==> src/include/serial_port_pkg.sv <==
// Purpose: Shared constants for the dual-mode serial port
// Assumes: 50 MHz system clock
// Notes:   Register indices are word offsets on the plain register port
package serial_port_pkg;
	localparam int unsigned CLK_HZ = 50000000;
	// Baud selections, lowest to highest
	localparam int unsigned BAUD_9600   = 9600;
	localparam int unsigned BAUD_19200  = 19200;
	localparam int unsigned BAUD_38400  = 38400;
	localparam int unsigned BAUD_57600  = 57600;
	localparam int unsigned BAUD_115200 = 115200;
	localparam logic [15:0] DIV_9600   = 16'(CLK_HZ / BAUD_9600);
	localparam logic [15:0] DIV_19200  = 16'(CLK_HZ / BAUD_19200);
	localparam logic [15:0] DIV_38400  = 16'(CLK_HZ / BAUD_38400);
	localparam logic [15:0] DIV_57600  = 16'(CLK_HZ / BAUD_57600);
	localparam logic [15:0] DIV_115200 = 16'(CLK_HZ / BAUD_115200);
	// Frame: 8 data, even parity, 1 stop = 11 bit times with start
	localparam int unsigned FRAME_BITS = 11;
	// Modbus silence: 3.5 chars = 38.5 bit times, rounded up to 39
	localparam logic [7:0]  SILENCE_BITS = 8'h27;
	localparam logic [7:0]  FC_READ_HOLD  = 8'h03;
	localparam logic [7:0]  FC_WRITE_SING = 8'h06;
	localparam logic [15:0] CRC_INIT = 16'hffff;
	localparam logic [15:0] CRC_POLY = 16'ha001;
	localparam int unsigned BUF_DEPTH = 16;
	// Register indices
	localparam logic [7:0] REG_CTRL      = 8'h00;
	localparam logic [7:0] REG_CMD       = 8'h01;
	localparam logic [7:0] REG_STATUS    = 8'h02;
	localparam logic [7:0] REG_TX_LEN    = 8'h03;
	localparam logic [7:0] REG_RX_COUNT  = 8'h04;
	localparam logic [7:0] REG_SERVER_ID = 8'h05;
	localparam logic [7:0] REG_REG_ADDR  = 8'h06;
	localparam logic [7:0] REG_WR_VALUE  = 8'h07;
	localparam logic [7:0] REG_RD_RESULT = 8'h08;
	localparam logic [7:0] REG_TX_BASE   = 8'h10;
	localparam logic [7:0] REG_RX_BASE   = 8'h20;
	// CTRL fields
	localparam int unsigned CTRL_EN_BIT   = 0;
	localparam int unsigned CTRL_STD_BIT  = 1;
	localparam int unsigned CTRL_SLEW_BIT = 2;
	localparam int unsigned CTRL_PROT_LSB = 4;
	localparam int unsigned CTRL_RATE_LSB = 8;
	localparam logic [31:0] CTRL_RESET   = 32'h0000_0000;
	// CMD bits
	localparam int unsigned CMD_TX_BIT    = 0;
	localparam int unsigned CMD_RX_BIT    = 1;
	localparam int unsigned CMD_MB_WR_BIT = 2;
	localparam int unsigned CMD_MB_RD_BIT = 3;
	// Protocol codes
	localparam logic [1:0] PROT_ASCII  = 2'h0;
	localparam logic [1:0] PROT_BINARY = 2'h1;
	localparam logic [1:0] PROT_MODBUS = 2'h2;
	typedef enum logic [2:0] {
		ST_IDLE, ST_TX_LOAD, ST_TX_WAIT, ST_RX_WAIT, ST_MB_SILENCE, ST_MB_REPLY
	} state_t;
endpackage

==> src/hdl/serial_frame_phy.sv <==
// Purpose: One 8E1 character transmitter and receiver
// Assumes: rx_i already synchronous to sys_clk_i
// Notes:   Divider is the clock count per bit
`timescale 1ns/1ps
module serial_frame_phy (
	input  wire logic        sys_clk_i,
	input  wire logic        rstn_i,
	input  wire logic [15:0] div_i,
	input  wire logic        tx_go_i,
	input  wire logic [7:0]  tx_byte_i,
	output logic             tx_busy_o,
	output logic             tx_line_o,
	input  wire logic        rx_en_i,
	input  wire logic        rx_i,
	output logic             rx_valid_o,
	output logic [7:0]       rx_byte_o,
	output logic             rx_idle_tick_o
);
	logic [15:0] tx_cnt;
	logic [3:0]  tx_bit;
	logic [10:0] tx_sh;
	logic [15:0] rx_cnt;
	logic [3:0]  rx_bit;
	logic [9:0]  rx_sh;
	logic        rx_busy;
	logic [15:0] idle_cnt;
	wire         tx_tick = (tx_cnt == div_i - 16'h0001);
	wire         rx_tick = (rx_cnt == div_i - 16'h0001);
	wire         rx_mid  = (rx_cnt == {1'b0, div_i[15:1]});
	// Transmit shift: start, data lsb first, parity, stop
	always_ff @(posedge sys_clk_i or negedge rstn_i) begin
		if (!rstn_i) begin
			tx_sh <= 11'h7ff; tx_bit <= 4'h0; tx_cnt <= 16'h0000; tx_busy_o <= 1'b0;
		end else if (tx_go_i && !tx_busy_o) begin
			tx_sh <= {1'b1, ^tx_byte_i, tx_byte_i, 1'b0};
			tx_bit <= 4'h0; tx_cnt <= 16'h0000; tx_busy_o <= 1'b1;
		end else if (tx_busy_o) begin
			tx_cnt <= tx_tick ? 16'h0000 : tx_cnt + 16'h0001;
			if (tx_tick) begin
				tx_sh  <= {1'b1, tx_sh[10:1]};
				tx_bit <= tx_bit + 4'h1;
				if (tx_bit == 4'(serial_port_pkg::FRAME_BITS - 1))
					tx_busy_o <= 1'b0; // Ends right as stop bit ends
			end
		end
	end
	assign tx_line_o = tx_sh[0];
	// Receive: sample mid bit, check even parity and stop
	always_ff @(posedge sys_clk_i or negedge rstn_i) begin
		if (!rstn_i) begin
			rx_busy <= 1'b0; rx_cnt <= 16'h0000; rx_bit <= 4'h0; rx_sh <= 10'h000;
			rx_valid_o <= 1'b0; rx_byte_o <= 8'h00;
		end else begin
			rx_valid_o <= 1'b0;
			if (!rx_busy) begin
				rx_cnt <= 16'h0000; rx_bit <= 4'h0;
				if (rx_en_i && !rx_i) rx_busy <= 1'b1;
			end else begin
				rx_cnt <= rx_tick ? 16'h0000 : rx_cnt + 16'h0001;
				if (rx_mid) begin
					rx_sh  <= {rx_i, rx_sh[9:1]};
					rx_bit <= rx_bit + 4'h1;
					if (rx_bit == 4'(serial_port_pkg::FRAME_BITS - 1)) begin
						rx_busy <= 1'b0;
						// Drop characters with bad parity or framing
						if (rx_i && (^rx_sh[9:1] == 1'b0)) begin
							rx_valid_o <= 1'b1;
							rx_byte_o  <= rx_sh[8:1];
						end
					end
				end
			end
		end
	end
	// One pulse per idle bit time, used for Modbus silence
	always_ff @(posedge sys_clk_i or negedge rstn_i) begin
		if (!rstn_i) begin
			idle_cnt <= 16'h0000; rx_idle_tick_o <= 1'b0;
		end else begin
			rx_idle_tick_o <= 1'b0;
			if (rx_busy || !rx_i) idle_cnt <= 16'h0000;
			else if (idle_cnt == div_i - 16'h0001) begin
				idle_cnt <= 16'h0000; rx_idle_tick_o <= 1'b1;
			end else idle_cnt <= idle_cnt + 16'h0001;
		end
	end
endmodule

==> src/hdl/dual_mode_serial_port.sv <==
// Function
// - Baud rate selectable from 9600 up to 115200.
// - Frames carry eight data bits, even parity, one stop bit.
// - Mode setting picks RS232 or RS485 transceiver.
// - RS232 full duplex; RS485 one direction at a time.
// - Slow/fast edge setting applies only in RS485 mode.
// - ASCII protocol sends zero-terminated strings and receives by count, in both modes.
// - Modbus client offered only in RS485 mode.
// - Only function codes 0x03 and 0x06 supported.
// - Requests go to software-set server identifier.
// - Requests use software-set register address.
// - Write sends write value; read result shown read-only.
// - Binary protocol moves raw bytes in both modes.
// - Binary write sends exactly the set length from buffer.
// - Binary read moves read count bytes, at most 16, into read buffer.
// - ASCII read fetches count bytes, at most 16, into text read buffer.
// - ASCII write sends text write buffer on the line.
// - No drive or receive unless port enabled.
//
// Purpose: Dual-mode serial port with text, raw and Modbus client
// Assumes: Register port with one-cycle read latency
// Notes:   Text and raw buffers share storage; one command at a time
`timescale 1ns/1ps
module dual_mode_serial_port (
	input  wire logic        sys_clk_i,
	input  wire logic        rstn_i,
	input  wire logic [7:0]  addr_i,
	input  wire logic [31:0] wdata_i,
	input  wire logic        wr_i,
	input  wire logic        rd_i,
	output logic [31:0]      rdata_o,
	input  wire logic        rx_i,
	output logic             tx_o,
	output logic             tx_oe_o,
	output logic             rx_en_o,
	output logic             rs485_sel_o,
	output logic             slew_slow_o
);
	logic [31:0] ctrl;
	logic [7:0]  tx_len;
	logic [7:0]  rx_count;
	logic [7:0]  server_id;
	logic [15:0] reg_addr;
	logic [15:0] wr_value;
	logic [15:0] rd_result;
	logic [7:0]  tx_mem [serial_port_pkg::BUF_DEPTH];
	logic [7:0]  rx_mem [serial_port_pkg::BUF_DEPTH];
	serial_port_pkg::state_t state;
	logic [7:0]  idx;
	logic [7:0]  total;
	logic [7:0]  sil_cnt;
	logic [15:0] crc;
	logic        tx_go;
	logic [7:0]  tx_byte;
	logic        error;
	logic        phy_busy;
	logic        phy_line;
	logic        phy_valid;
	logic [7:0]  phy_byte;
	logic        idle_tick;
	logic [7:0]  mb_frame [8];

	// CRC-16 byte update, reflected polynomial
	function automatic logic [15:0] crc_step(input logic [15:0] c, input logic [7:0] d);
		logic [15:0] r;
		r = c ^ {8'h00, d};
		for (int i = 0; i < 8; i++)
			r = r[0] ? ((r >> 1) ^ serial_port_pkg::CRC_POLY) : (r >> 1);
		return r;
	endfunction

	// Control field decode
	wire       enable   = ctrl[serial_port_pkg::CTRL_EN_BIT];
	wire       rs485    = ctrl[serial_port_pkg::CTRL_STD_BIT];
	wire [1:0] protocol = ctrl[serial_port_pkg::CTRL_PROT_LSB +: 2];
	wire [2:0] rate_sel = ctrl[serial_port_pkg::CTRL_RATE_LSB +: 3];
	wire       modbus_ok = rs485 && protocol == serial_port_pkg::PROT_MODBUS;
	wire       is_reg    = wr_i && addr_i < serial_port_pkg::REG_TX_BASE;
	wire       tx_win    = addr_i >= serial_port_pkg::REG_TX_BASE && addr_i < serial_port_pkg::REG_RX_BASE;
	wire       rx_win    = addr_i >= serial_port_pkg::REG_RX_BASE &&
	                       addr_i < 8'(serial_port_pkg::REG_RX_BASE + serial_port_pkg::BUF_DEPTH);
	wire       cmd_wr    = wr_i && addr_i == serial_port_pkg::REG_CMD && state == serial_port_pkg::ST_IDLE && enable;
	wire       idle      = state == serial_port_pkg::ST_IDLE;

	// Rate table, out-of-range choices clamp to the top rate
	wire [15:0] divider =
		(rate_sel == 3'h0) ? serial_port_pkg::DIV_9600  :
		(rate_sel == 3'h1) ? serial_port_pkg::DIV_19200 :
		(rate_sel == 3'h2) ? serial_port_pkg::DIV_38400 :
		(rate_sel == 3'h3) ? serial_port_pkg::DIV_57600 : serial_port_pkg::DIV_115200;

	// Driver enable for the next cycle; receive follows it so the two never overlap in RS485 mode
	wire drive_next = enable && (rs485 ? (phy_busy || tx_go) : 1'b1);
	wire rx_allowed = enable && !(rs485 && drive_next);

	serial_frame_phy u_phy (
		.sys_clk_i      (sys_clk_i),
		.rstn_i         (rstn_i),
		.div_i          (divider),
		.tx_go_i        (tx_go),
		.tx_byte_i      (tx_byte),
		.tx_busy_o      (phy_busy),
		.tx_line_o      (phy_line),
		.rx_en_i        (rx_allowed),
		.rx_i           (rx_i),
		.rx_valid_o     (phy_valid),
		.rx_byte_o      (phy_byte),
		.rx_idle_tick_o (idle_tick)
	);

	// Modbus request image: id, code, addr, data/count; CRC appended live
	always_comb begin
		mb_frame[0] = server_id;
		mb_frame[1] = 8'h00;
		mb_frame[2] = reg_addr[15:8];
		mb_frame[3] = reg_addr[7:0];
		mb_frame[4] = 8'h00;
		mb_frame[5] = 8'h01;
		mb_frame[6] = crc[7:0];
		mb_frame[7] = crc[15:8];
		if (total == 8'h01) begin
			mb_frame[1] = serial_port_pkg::FC_WRITE_SING;
			mb_frame[4] = wr_value[15:8];
			mb_frame[5] = wr_value[7:0];
		end else begin
			mb_frame[1] = serial_port_pkg::FC_READ_HOLD;
		end
	end

	// Byte source for transmit by protocol
	always_comb begin
		tx_byte = tx_mem[idx[3:0]];
		if (protocol == serial_port_pkg::PROT_MODBUS)
			tx_byte = mb_frame[idx[2:0]];
	end

	// Settings writes; read result written only by the client
	always_ff @(posedge sys_clk_i or negedge rstn_i) begin
		if (!rstn_i) begin
			ctrl <= serial_port_pkg::CTRL_RESET;
			tx_len <= 8'h00; rx_count <= 8'h00; server_id <= 8'h00;
			reg_addr <= 16'h0000; wr_value <= 16'h0000;
		end else if (is_reg) begin
			if (addr_i == serial_port_pkg::REG_CTRL) ctrl <= wdata_i;
			else if (addr_i == serial_port_pkg::REG_TX_LEN) tx_len <= wdata_i[7:0];
			else if (addr_i == serial_port_pkg::REG_RX_COUNT) rx_count <= wdata_i[7:0];
			else if (addr_i == serial_port_pkg::REG_SERVER_ID) server_id <= wdata_i[7:0];
			else if (addr_i == serial_port_pkg::REG_REG_ADDR) reg_addr <= wdata_i[15:0];
			else if (addr_i == serial_port_pkg::REG_WR_VALUE) wr_value <= wdata_i[15:0];
		end
	end

	// Shared write buffer for text and raw data
	always_ff @(posedge sys_clk_i) begin
		if (wr_i && tx_win) tx_mem[addr_i[3:0]] <= wdata_i[7:0];
	end

	// Command engine
	always_ff @(posedge sys_clk_i or negedge rstn_i) begin
		if (!rstn_i) begin
			state <= serial_port_pkg::ST_IDLE; idx <= 8'h00; total <= 8'h00;
			sil_cnt <= 8'h00; crc <= serial_port_pkg::CRC_INIT; tx_go <= 1'b0;
			rd_result <= 16'h0000; error <= 1'b0;
		end else begin
			tx_go <= 1'b0;
			if (!enable && !idle) begin
				state <= serial_port_pkg::ST_IDLE;
			end else case (state)
			serial_port_pkg::ST_IDLE: begin
				idx <= 8'h00; crc <= serial_port_pkg::CRC_INIT; sil_cnt <= 8'h00;
				if (cmd_wr) begin
					error <= 1'b0;
					if (wdata_i[serial_port_pkg::CMD_TX_BIT] && protocol != serial_port_pkg::PROT_MODBUS) begin
						// Raw: fixed length; text: until zero byte
						total <= (protocol == serial_port_pkg::PROT_BINARY) ? tx_len : 8'(serial_port_pkg::BUF_DEPTH);
						state <= serial_port_pkg::ST_TX_LOAD;
					end else if (wdata_i[serial_port_pkg::CMD_RX_BIT] && protocol != serial_port_pkg::PROT_MODBUS) begin
						total <= (rx_count > 8'(serial_port_pkg::BUF_DEPTH)) ? 8'(serial_port_pkg::BUF_DEPTH) : rx_count;
						state <= serial_port_pkg::ST_RX_WAIT;
					end else if ((wdata_i[serial_port_pkg::CMD_MB_WR_BIT] || wdata_i[serial_port_pkg::CMD_MB_RD_BIT])
					             && modbus_ok) begin
						total <= wdata_i[serial_port_pkg::CMD_MB_WR_BIT] ? 8'h01 : 8'h00;
						state <= serial_port_pkg::ST_MB_SILENCE;
					end else error <= 1'b1;
				end
			end
			serial_port_pkg::ST_MB_SILENCE: begin
				// Line must be quiet 3.5 chars before a request
				if (idle_tick) sil_cnt <= sil_cnt + 8'h01;
				if (sil_cnt == serial_port_pkg::SILENCE_BITS) state <= serial_port_pkg::ST_TX_LOAD;
			end
			serial_port_pkg::ST_TX_LOAD: begin
				if (protocol == serial_port_pkg::PROT_MODBUS && idx == 8'h08) begin
					idx <= 8'h00; crc <= serial_port_pkg::CRC_INIT;
					state <= serial_port_pkg::ST_MB_REPLY;
				end else if (protocol != serial_port_pkg::PROT_MODBUS &&
				             (idx == total || (protocol == serial_port_pkg::PROT_ASCII && idx != 8'h00 &&
				              tx_mem[4'(idx - 8'h01)] == 8'h00))) begin
					state <= serial_port_pkg::ST_IDLE;
				end else begin
					tx_go <= 1'b1;
					state <= serial_port_pkg::ST_TX_WAIT;
				end
			end
			serial_port_pkg::ST_TX_WAIT: begin
				if (!tx_go && !phy_busy) begin
					if (idx < 8'h06) crc <= crc_step(crc, tx_byte);
					idx <= idx + 8'h01;
					state <= serial_port_pkg::ST_TX_LOAD;
				end
			end
			serial_port_pkg::ST_RX_WAIT: begin
				if (idx == total) state <= serial_port_pkg::ST_IDLE;
				else if (phy_valid) idx <= idx + 8'h01;
			end
			serial_port_pkg::ST_MB_REPLY: begin
				// Reply: id, code, then read count+data or echo, then CRC
				if (phy_valid) begin
					idx <= idx + 8'h01;
					crc <= crc_step(crc, phy_byte);
					if (total == 8'h00 && idx == 8'h03) rd_result[15:8] <= phy_byte;
					if (total == 8'h00 && idx == 8'h04) rd_result[7:0]  <= phy_byte;
					if (idx == ((total == 8'h00) ? 8'h06 : 8'h07)) begin
						error <= (crc_step(crc, phy_byte) != 16'h0000);
						state <= serial_port_pkg::ST_IDLE;
					end
				end else if (sil_cnt == serial_port_pkg::SILENCE_BITS && idx != 8'h00) begin
					error <= 1'b1; state <= serial_port_pkg::ST_IDLE;
				end
				if (phy_valid) sil_cnt <= 8'h00;
				else if (idle_tick && idx != 8'h00) sil_cnt <= sil_cnt + 8'h01;
			end
			default: state <= serial_port_pkg::ST_IDLE;
			endcase
		end
	end

	// Received bytes land in the shared read buffer
	always_ff @(posedge sys_clk_i) begin
		if (state == serial_port_pkg::ST_RX_WAIT && phy_valid && idx != total)
			rx_mem[idx[3:0]] <= phy_byte;
	end

	// Line pins; RS485 driver only during a character
	always_ff @(posedge sys_clk_i or negedge rstn_i) begin
		if (!rstn_i) begin
			tx_o <= 1'b1; tx_oe_o <= 1'b0; rx_en_o <= 1'b0; rs485_sel_o <= 1'b0; slew_slow_o <= 1'b0;
		end else begin
			tx_o        <= phy_line || !drive_next; // Idle level whenever released, even on abort
			tx_oe_o     <= drive_next;
			rx_en_o     <= rx_allowed;
			rs485_sel_o <= rs485;
			slew_slow_o <= rs485 && !ctrl[serial_port_pkg::CTRL_SLEW_BIT];
		end
	end

	// Register read, data in the cycle after the strobe
	always_ff @(posedge sys_clk_i or negedge rstn_i) begin
		if (!rstn_i) rdata_o <= 32'h0000_0000;
		else if (!rd_i) rdata_o <= 32'h0000_0000;
		else if (addr_i == serial_port_pkg::REG_CTRL) rdata_o <= ctrl;
		else if (addr_i == serial_port_pkg::REG_STATUS) rdata_o <= {16'h0, idx, 3'h0, error, 3'h0, !idle};
		else if (addr_i == serial_port_pkg::REG_TX_LEN) rdata_o <= {24'h0, tx_len};
		else if (addr_i == serial_port_pkg::REG_RX_COUNT) rdata_o <= {24'h0, rx_count};
		else if (addr_i == serial_port_pkg::REG_SERVER_ID) rdata_o <= {24'h0, server_id};
		else if (addr_i == serial_port_pkg::REG_REG_ADDR) rdata_o <= {16'h0, reg_addr};
		else if (addr_i == serial_port_pkg::REG_WR_VALUE) rdata_o <= {16'h0, wr_value};
		else if (addr_i == serial_port_pkg::REG_RD_RESULT) rdata_o <= {16'h0, rd_result};
		else if (tx_win) rdata_o <= {24'h0, tx_mem[addr_i[3:0]]};
		else if (rx_win) rdata_o <= {24'h0, rx_mem[addr_i[3:0]]};
		else rdata_o <= 32'h0000_0000;
	end
endmodule

==> config.mk <==
export PLATFORM = sky130hd
export DESIGN_NAME = dual_mode_serial_port
export DESIGN_NICKNAME = d
export VERILOG_FILES = /design/src/include/serial_port_pkg.sv /design/src/hdl/serial_frame_phy.sv /design/src/hdl/dual_mode_serial_port.sv
export SDC_FILE = /design/constraint.sdc
export NUM_CORES = 1
export LEC_CHECK = 0
export BUFFER_PORTS_ARGS = -buffer_cell sky130_fd_sc_hd__buf_2
export CAP_MARGIN = 20
export CORE_MARGIN = 2
export CORE_UTILIZATION = 50
export DETAILED_ROUTE_END_ITERATION = 7
export GPL_ROUTABILITY_DRIVEN = 1
export HOLD_SLACK_MARGIN = 0.05
export PLACE_DENSITY = 0.66
export SYNTH_ARGS = -nofsm -noshare
export SYNTH_HDL_FRONTEND = slang
export SYNTH_SLANG_ARGS = --single-unit
==> constraint.sdc <==
create_clock -name sys_clk_i -period 4.95 [get_ports sys_clk_i]
set_input_delay 0.7425 -clock sys_clk_i [delete_from_list [all_inputs] [get_ports sys_clk_i]]
set_output_delay 0.7425 -clock sys_clk_i [all_outputs]
set_load 0.02 [all_outputs]
==> Word level (Yosys, flattened, before mapping) <==
Memories as Yosys holds them, arrays and structs flattened.
Index checks and enable logic that the tools add are counted.
{ "op_classes": {"n_lt_le_gt_ge": 8, "addsub": 9, "bitwise_logic": 26, "n_mux": 118, "n_reduce_logical": 77, "n_eq_ne": 51} }
{ "ops": {"columns": ["cell", "count"], "rows": [
  ["$mux W16", 35],
  ["$mux W8", 17],
  ["$mux W32", 2],
  ["$pmux W16 S4", 1],
  ["$add A16 B1 Y16 const B", 3],
  ["$eq A16 B16 Y1", 3],
  ["$not A2 Y3", 16],
  ["$mux W11", 4],
  ["$eq A8 B3 Y1 const B", 5],
  ["$pmux W8 S5", 1],
  ["$mux W3", 13],
  ["$mux W1", 32],
  ["$xor A16 B8 Y16", 2],
  ["$logic_and A1 B1 Y1", 30],
  ["$bmux W8 S3", 1],
  ["$eq A8 B2 Y1 const B", 3],
  ["$logic_not A8 Y1", 3],
  ["$pmux W8 S3", 1],
  ["$reduce_and A4 Y1", 6],
  ["$mux W4", 5],
  ["$pmux W3 S6", 1],
  ["$add A8 B1 Y8 const B", 2],
  ["$eq A16 B12 Y1", 1],
  ["$eq A8 B1 Y1 const B", 2],
  ["other kinds (52)", 100]
]} }
{ "word_totals": {"ram_bits": 256, "n_memories": 2, "word_cells": 324, "in_bits": 45, "regBits": 275} }
{ "memory_table": {"columns": ["name", "depth", "width", "read_ports", "rd_clocked_by_memory_dff", "write_ports", "line", "text"], "rows": [
  ["rx_mem", 16, 8, 1, 0, 1, "dual_mode_serial_port.sv:47", "logic [7:0] rx_mem [serial_port_pkg::BUF_DEPTH];"],
  ["tx_mem", 16, 8, 3, 0, 1, "dual_mode_serial_port.sv:46", "logic [7:0] tx_mem [serial_port_pkg::BUF_DEPTH];"]
]} }

==> Logic depth before layout (Yosys ltp) <==
{ "logic_depth": {"depth_word": 26, "mapped_depth": 17} }

==> By module <==
A second synthesis with hierarchy kept.
{ "hier_totals": {"hier_cells": 2146, "hier_area_um2": 26793.2} }
{ "modules_own_cells": {"columns": ["module", "cells_per_inst", "seq_area_each_um2", "area_each_um2", "instances"], "rows": [
  ["dual_mode_serial_port", 1492, 12363.1, 20986.4, 1],
  ["serial_frame_phy", 654, 2189.6, 5806.8, 1]
]} }

==> Least setup slack after synthesis <==
No wires, ideal clock.
{ "synth_path": {"path_type": "in2reg", "startpoint": "input addr_i[0]", "endpoint": "memory tx_mem[3][0] (enable)", "stages": 7, "setup_time_ns": 0.383, "setup_slack_ns": 1.307, "t_arrival_ns": 3.260, "n_path_buf": 5, "path_cell_list": "clkbuf_1 buf_1 buf_2 clkbuf_1 buf_1 nand3_1 nor3_1"} }
{ "synth_between": {"elab_chain_len": 5, "elab_cells_between_ends": 6} }
{ "synth_rtl": {"columns": ["item", "line", "text"], "rows": [
  ["start: declaration", "dual_mode_serial_port.sv:27", "input wire logic [7:0] addr_i,"],
  ["$ge A8 B5 Y1 or $lt A8 B6 Y1 (tied branches)", "dual_mode_serial_port.sv:79", "wire tx_win = addr_i >= serial_port_pkg::REG_TX_BASE && addr_i < serial_port_pkg::REG_RX_BASE;"],
  ["$logic_and A1 B1 Y1", "dual_mode_serial_port.sv:79", null],
  ["$logic_and A1 B1 Y1", "dual_mode_serial_port.sv:155", "if (wr_i && tx_win) tx_mem[addr_i[3:0]] <= wdata_i[7:0];"],
  ["$mux W1", "dual_mode_serial_port.sv:155", null],
  ["$mux W1 (not written as such)", "dual_mode_serial_port.sv:155", null],
  ["end: declaration", "dual_mode_serial_port.sv:46", null]
]} }
Parallel ways exist; a longest one is shown, timed or not.

==> Worst setup path in the final report <==
{ "layout_path": {"startpoint": "register idx[3]", "endpoint": "register crc[0]"} }
{ "layout_between": {"elab_chain_len": 15, "elab_cells_between_ends": 27} }
{ "layout_rtl": {"columns": ["item", "line", "text"], "rows": [
  ["start: declaration", "dual_mode_serial_port.sv:49", "logic [7:0] idx;"],
  ["start signal: assignment", "dual_mode_serial_port.sv:208", "idx <= idx + 8'h01;"],
  ["start signal: assignment", "dual_mode_serial_port.sv:214", "else if (phy_valid) idx <= idx + 8'h01;"],
  ["start signal: assignment", "dual_mode_serial_port.sv:219", "idx <= idx + 8'h01;"],
  ["$mem_v2 Z16 W8", null, null],
  ["$mux W8", "dual_mode_serial_port.sv:133", "if (protocol == serial_port_pkg::PROT_MODBUS)"],
  ["$xor A16 B8 Y16", "dual_mode_serial_port.sv:66", "r = c ^ {8'h00, d};"],
  ["$mux W16 or $not A2 Y3 (tied branches) (6 in series)", null, null],
  ["$not A2 Y3 (no line) or $mux W16 (tied branches)", null, null],
  ["$mux W16 (2 in series)", "dual_mode_serial_port.sv:68", "r = r[0] ? ((r >> 1) ^ serial_port_pkg::CRC_POLY) : (r >> 1);"],
  ["$mux W16", "dual_mode_serial_port.sv:207", "if (idx < 8'h06) crc <= crc_step(crc, tx_byte);"],
  ["$mux W16", "dual_mode_serial_port.sv:206", "if (!tx_go && !phy_busy) begin"],
  ["$pmux W16 S4", "dual_mode_serial_port.sv:168", "end else case (state)"],
  ["end signal: assignment", "dual_mode_serial_port.sv:207", null],
  ["end signal: assignment", "dual_mode_serial_port.sv:220", "crc <= crc_step(crc, phy_byte);"],
  ["end: declaration", "dual_mode_serial_port.sv:52", "logic [15:0] crc;"]
]} }
Parallel ways exist; a longest one is shown, timed or not. The select of a mux whose other input is x is not followed.
A chain may end at the register's enable or synchronous reset.

==> results by group <==
CTS
  • CTS buffer count: 56
  • CTS sink count: 529
  • Reg clk slew, reported paths: 60 ps
  • CTS tree: done
  • Worst-Skew Late Latency: 640 ps
  • Max clock buf depth: 3
  • Post-CTS Setup Bufs: 0
  • CTS H-Tree Depth: 2
  • Root Buffer: clkbuf_16
  • # hold bufs at CTS: 0
  • CTS resizes: 0

STA
  • Worst setup margin: 795 ps
  • Worst hold slack: 131 ps
  • Final period utilization: 83.9%
  • Final setup viols: 0
  • Final Max Slew Viols: 0
  • Setup TNS: 0 ps
  • Clk_skew: 56.7 ps
  • Max Clk Rate: 0.241 GHz
  • Slew headroom: 21.2%
  • RSZ-0062 raised after global routing: false
  • Fin crit period: 4150 ps
  • Worst slew pin tran: 1180 ps
  • Endpoints failing hold: 0

Synthesis
  • Post-synth top area share: 29.8%
  • Synth area leaders: edfxtp_1, dfrtp_1, mux4_2, mux2_2, dfstp_2
  • Syn nets: 2,093
  • Synth Cell Area: 25,800 sq um
  • Synthesized flop and latch total: 529
  • Warnings, synthesis: 0
  • Cell count after synthesis: 2,033
  • Yosys cell types: 77
  • EDFF count, synth: 256
  • Area leader, netlist: edfxtp_1
  • Ys flop type: edfxtp_1
  • Register area share after synthesis: 56.4%
  • Mean Syn Cell Area: 12.7 sq um
  • Async set-reset flop share out of synthesis: 51.6%

Floorplan
  • Initial Utilization: 50.4%
  • Die Y: 231 microns
  • # rows: 83
  • Core box area: 51,200 sq um
  • Die X: 231 microns
  • Die ar.: 53,500 sq um
  • Top-Level Pins: 82

Critical path
  • Cell breakdown of the critical path: clkinv_1 -> o211ai_1 -> a21oi_1 -> a211oi_2 -> xnor2_1 -> xnor2_1 -> xnor2_2 -> xnor3_1 -> mux2i_2 -> xor2_1 -> a2bb2oi_1
  • Crit path kind: reg -> reg
  • Crit path DAT: 4670 ps
  • CP max-delay cell: dfrtp_1
  • R2r setup slk: 800 ps
  • Startpoint Class: flop
  • Setup crit start: idx[3]
  • Worst r2r src: idx[3]
  • Levels on crit path: 11
  • Crit end category: flop
  • CP peak stage delay: 930 ps
  • R2R depth: 11
  • Buf+Inv Stages, Crit Path: 1
  • FF-to-FF End: crc[0]
  • Crit-path max FO: 16
  • Worst path most repeated cell: xnor2_1
  • Delay-heaviest family, CP: XOR/XNOR gates
  • Setup crit end: crc[0]
  • Worst Path Required: 5470 ps

Final layout
  • Leading cell types in the layout, fill and taps excluded: edfxtp_1, dfrtp_1, nor2_1
  • Commonest non-fill, non-tap cell in the layout: edfxtp_1
  • Final nets: 2,169
  • Reg area: 14,600 sq um
  • Synth-to-Final Area Change: 11.9%
  • Share of cells above drive strength 1: 22.9%
  • # fillers: 4,185
  • Area of the multi-input gates: 10,600 sq um

Drt
  • Final antenna-violating net count: 0
  • Via count: 18,100
  • Pre-antenna DRT Iters: 8
  • Routed wire per std cell: 26.2 microns
  • Average via count per standard cell: 6.38
  • DRC violations left: 0
  • DRC marker count from the first detailed-route iteration: 1,977
  • Routed WL: 74,200 microns

Global route
  • Largest net degree at the start of global routing: 135
  • First-pass GRT wire length: 113,000 microns
  • Initial antenna violation count: 4
  • Total gr overflow: 0
  • Vias in the first global route: 17,900
  • GRT Resource Usage Total: 28.2%

Placed design
  • RePlAce Congestion: 0.998
  • Number of port buffers: 81
  • DP HPWL: 52,500 microns
  • Dpl ws: 870 ps

Power
  • Flop pwr share: 50.0%
  • Pint: 7.28 mW
  • Leak pwr: 10.8 nW
  • P_sw: 2.19 mW
  • Power density over the cells: 328 nW/um^2
  • Net Sw Frac: 23.1%
  • Combinational Power Share: 5.3%
  • Peak VDD IR: 0.283 mV
  • Part of the power in the clock network: 44.7%

Hold path
  • Hold Path Class: in -> async

Status
  • Outcome: complete, no violations

Job
  • Max_cap viols: 0
## per-layer routing
layer / vias to the layer above / wire length [microns] / track usage (%) / share of wire (%)
met5: - / 21 / 0 / 0.028
met4: 4 / 2760 / 10.7 / 3.7
met3: 164 / 6120 / 4.87 / 8.2
met2: 831 / 34200 / 43.6 / 46
met1: 9209 / 31100 / 40.0 / 42
li1: 7866 / - / - / -
## worst min path at each step
| stage | to | slack [ps] | cells past startpoint | from |
|---|---|---|---|---|
| after floorplan | slew_slow_o | 420 | 1 | ctrl[2] |
| after global placement | slew_slow_o | 440 | 1 | ctrl[2] |
| after detailed placement | slew_slow_o | 440 | 1 | ctrl[2] |
| after CTS | rdata_o[4] | 100 | 1 | rstn_i |
| after global routing | rdata_o[4] | 170 | 1 | rstn_i |
| final | rdata_o[4] | 130 | 1 | rstn_i |
## cell families after synthesis
kind of cell / share of synthesized area (%)
AOI/OAI and AO/OA: 8.62
muxes: 16.2
DFF: 56.4
adders and majority gates: 0.727
buffers and inverters: 2.43
and+or+nand+nor: 11.4
xor gates and xnor gates: 4.29
## state kept, by name (all words and copies together), names as in the netlist, 32 cells and up
name,count
rx_mem,128
rdata_o,32
ctrl,32
tx_mem,128
## power by group through the flow
stage,clock (mW),sequential (mW),combinational [mW]
after floorplan,0,4.78,0.308
after CTS,4.31,4.73,0.501
after global routing,4.48,4.74,0.545
final,4.24,4.73,0.502
after global placement,0,4.81,0.493
after detailed placement,0,4.82,0.499
## synth_stat cells (11+ instances only)
cell	count
a222oi_1	11
nand2_1	168
mux2i_1	39
xor2_1	56
mux4_2	101
nor3_1	37
o21ai_0	106
a22oi_1	27
buf_2	14
nand2b_1	20
xnor2_1	66
nor2b_1	17
clkbuf_1	73
nand3_1	52
o31ai_1	12
inv_1	24
a221o_1	13
a31oi_1	22
nor2_1	170
ha_1	15
edfxtp_1	256
buf_1	21
and3_1	34
dfstp_2	27
nand4_1	18
nor4_1	39
dfrtp_1	246
a21oi_1	82
mux2_2	124
## metrics by stage
step	util [%]	power [mW]	cells	cell area [sq um]
floorplan	-	5.08	2033	25800
global placement	52.7	5.30	2727	27000
detailed placement	52.7	5.31	2731	27000
CTS	56.4	9.54	2833	28900
global route	56.4	9.76	2834	28900
finish	56.4	9.47	2835	28900
## area by class of cell
| cell class | count | area share [%] |
|---|---|---|
| Sequential cell | 529 | 50.4 |
| Multi-Input combinational cell | 1361 | 36.9 |
| Clock buffer | 67 | 5.21 |
| Tap cell | 680 | 2.95 |
| Timing Repair Buffer | 134 | 2.90 |
| Clock inverter | 35 | 1.30 |
| Inverter | 27 | 0.351 |
| Antenna cell | 2 | 0.0173 |
No activity file was read; power rests on OpenSTA's default activity.
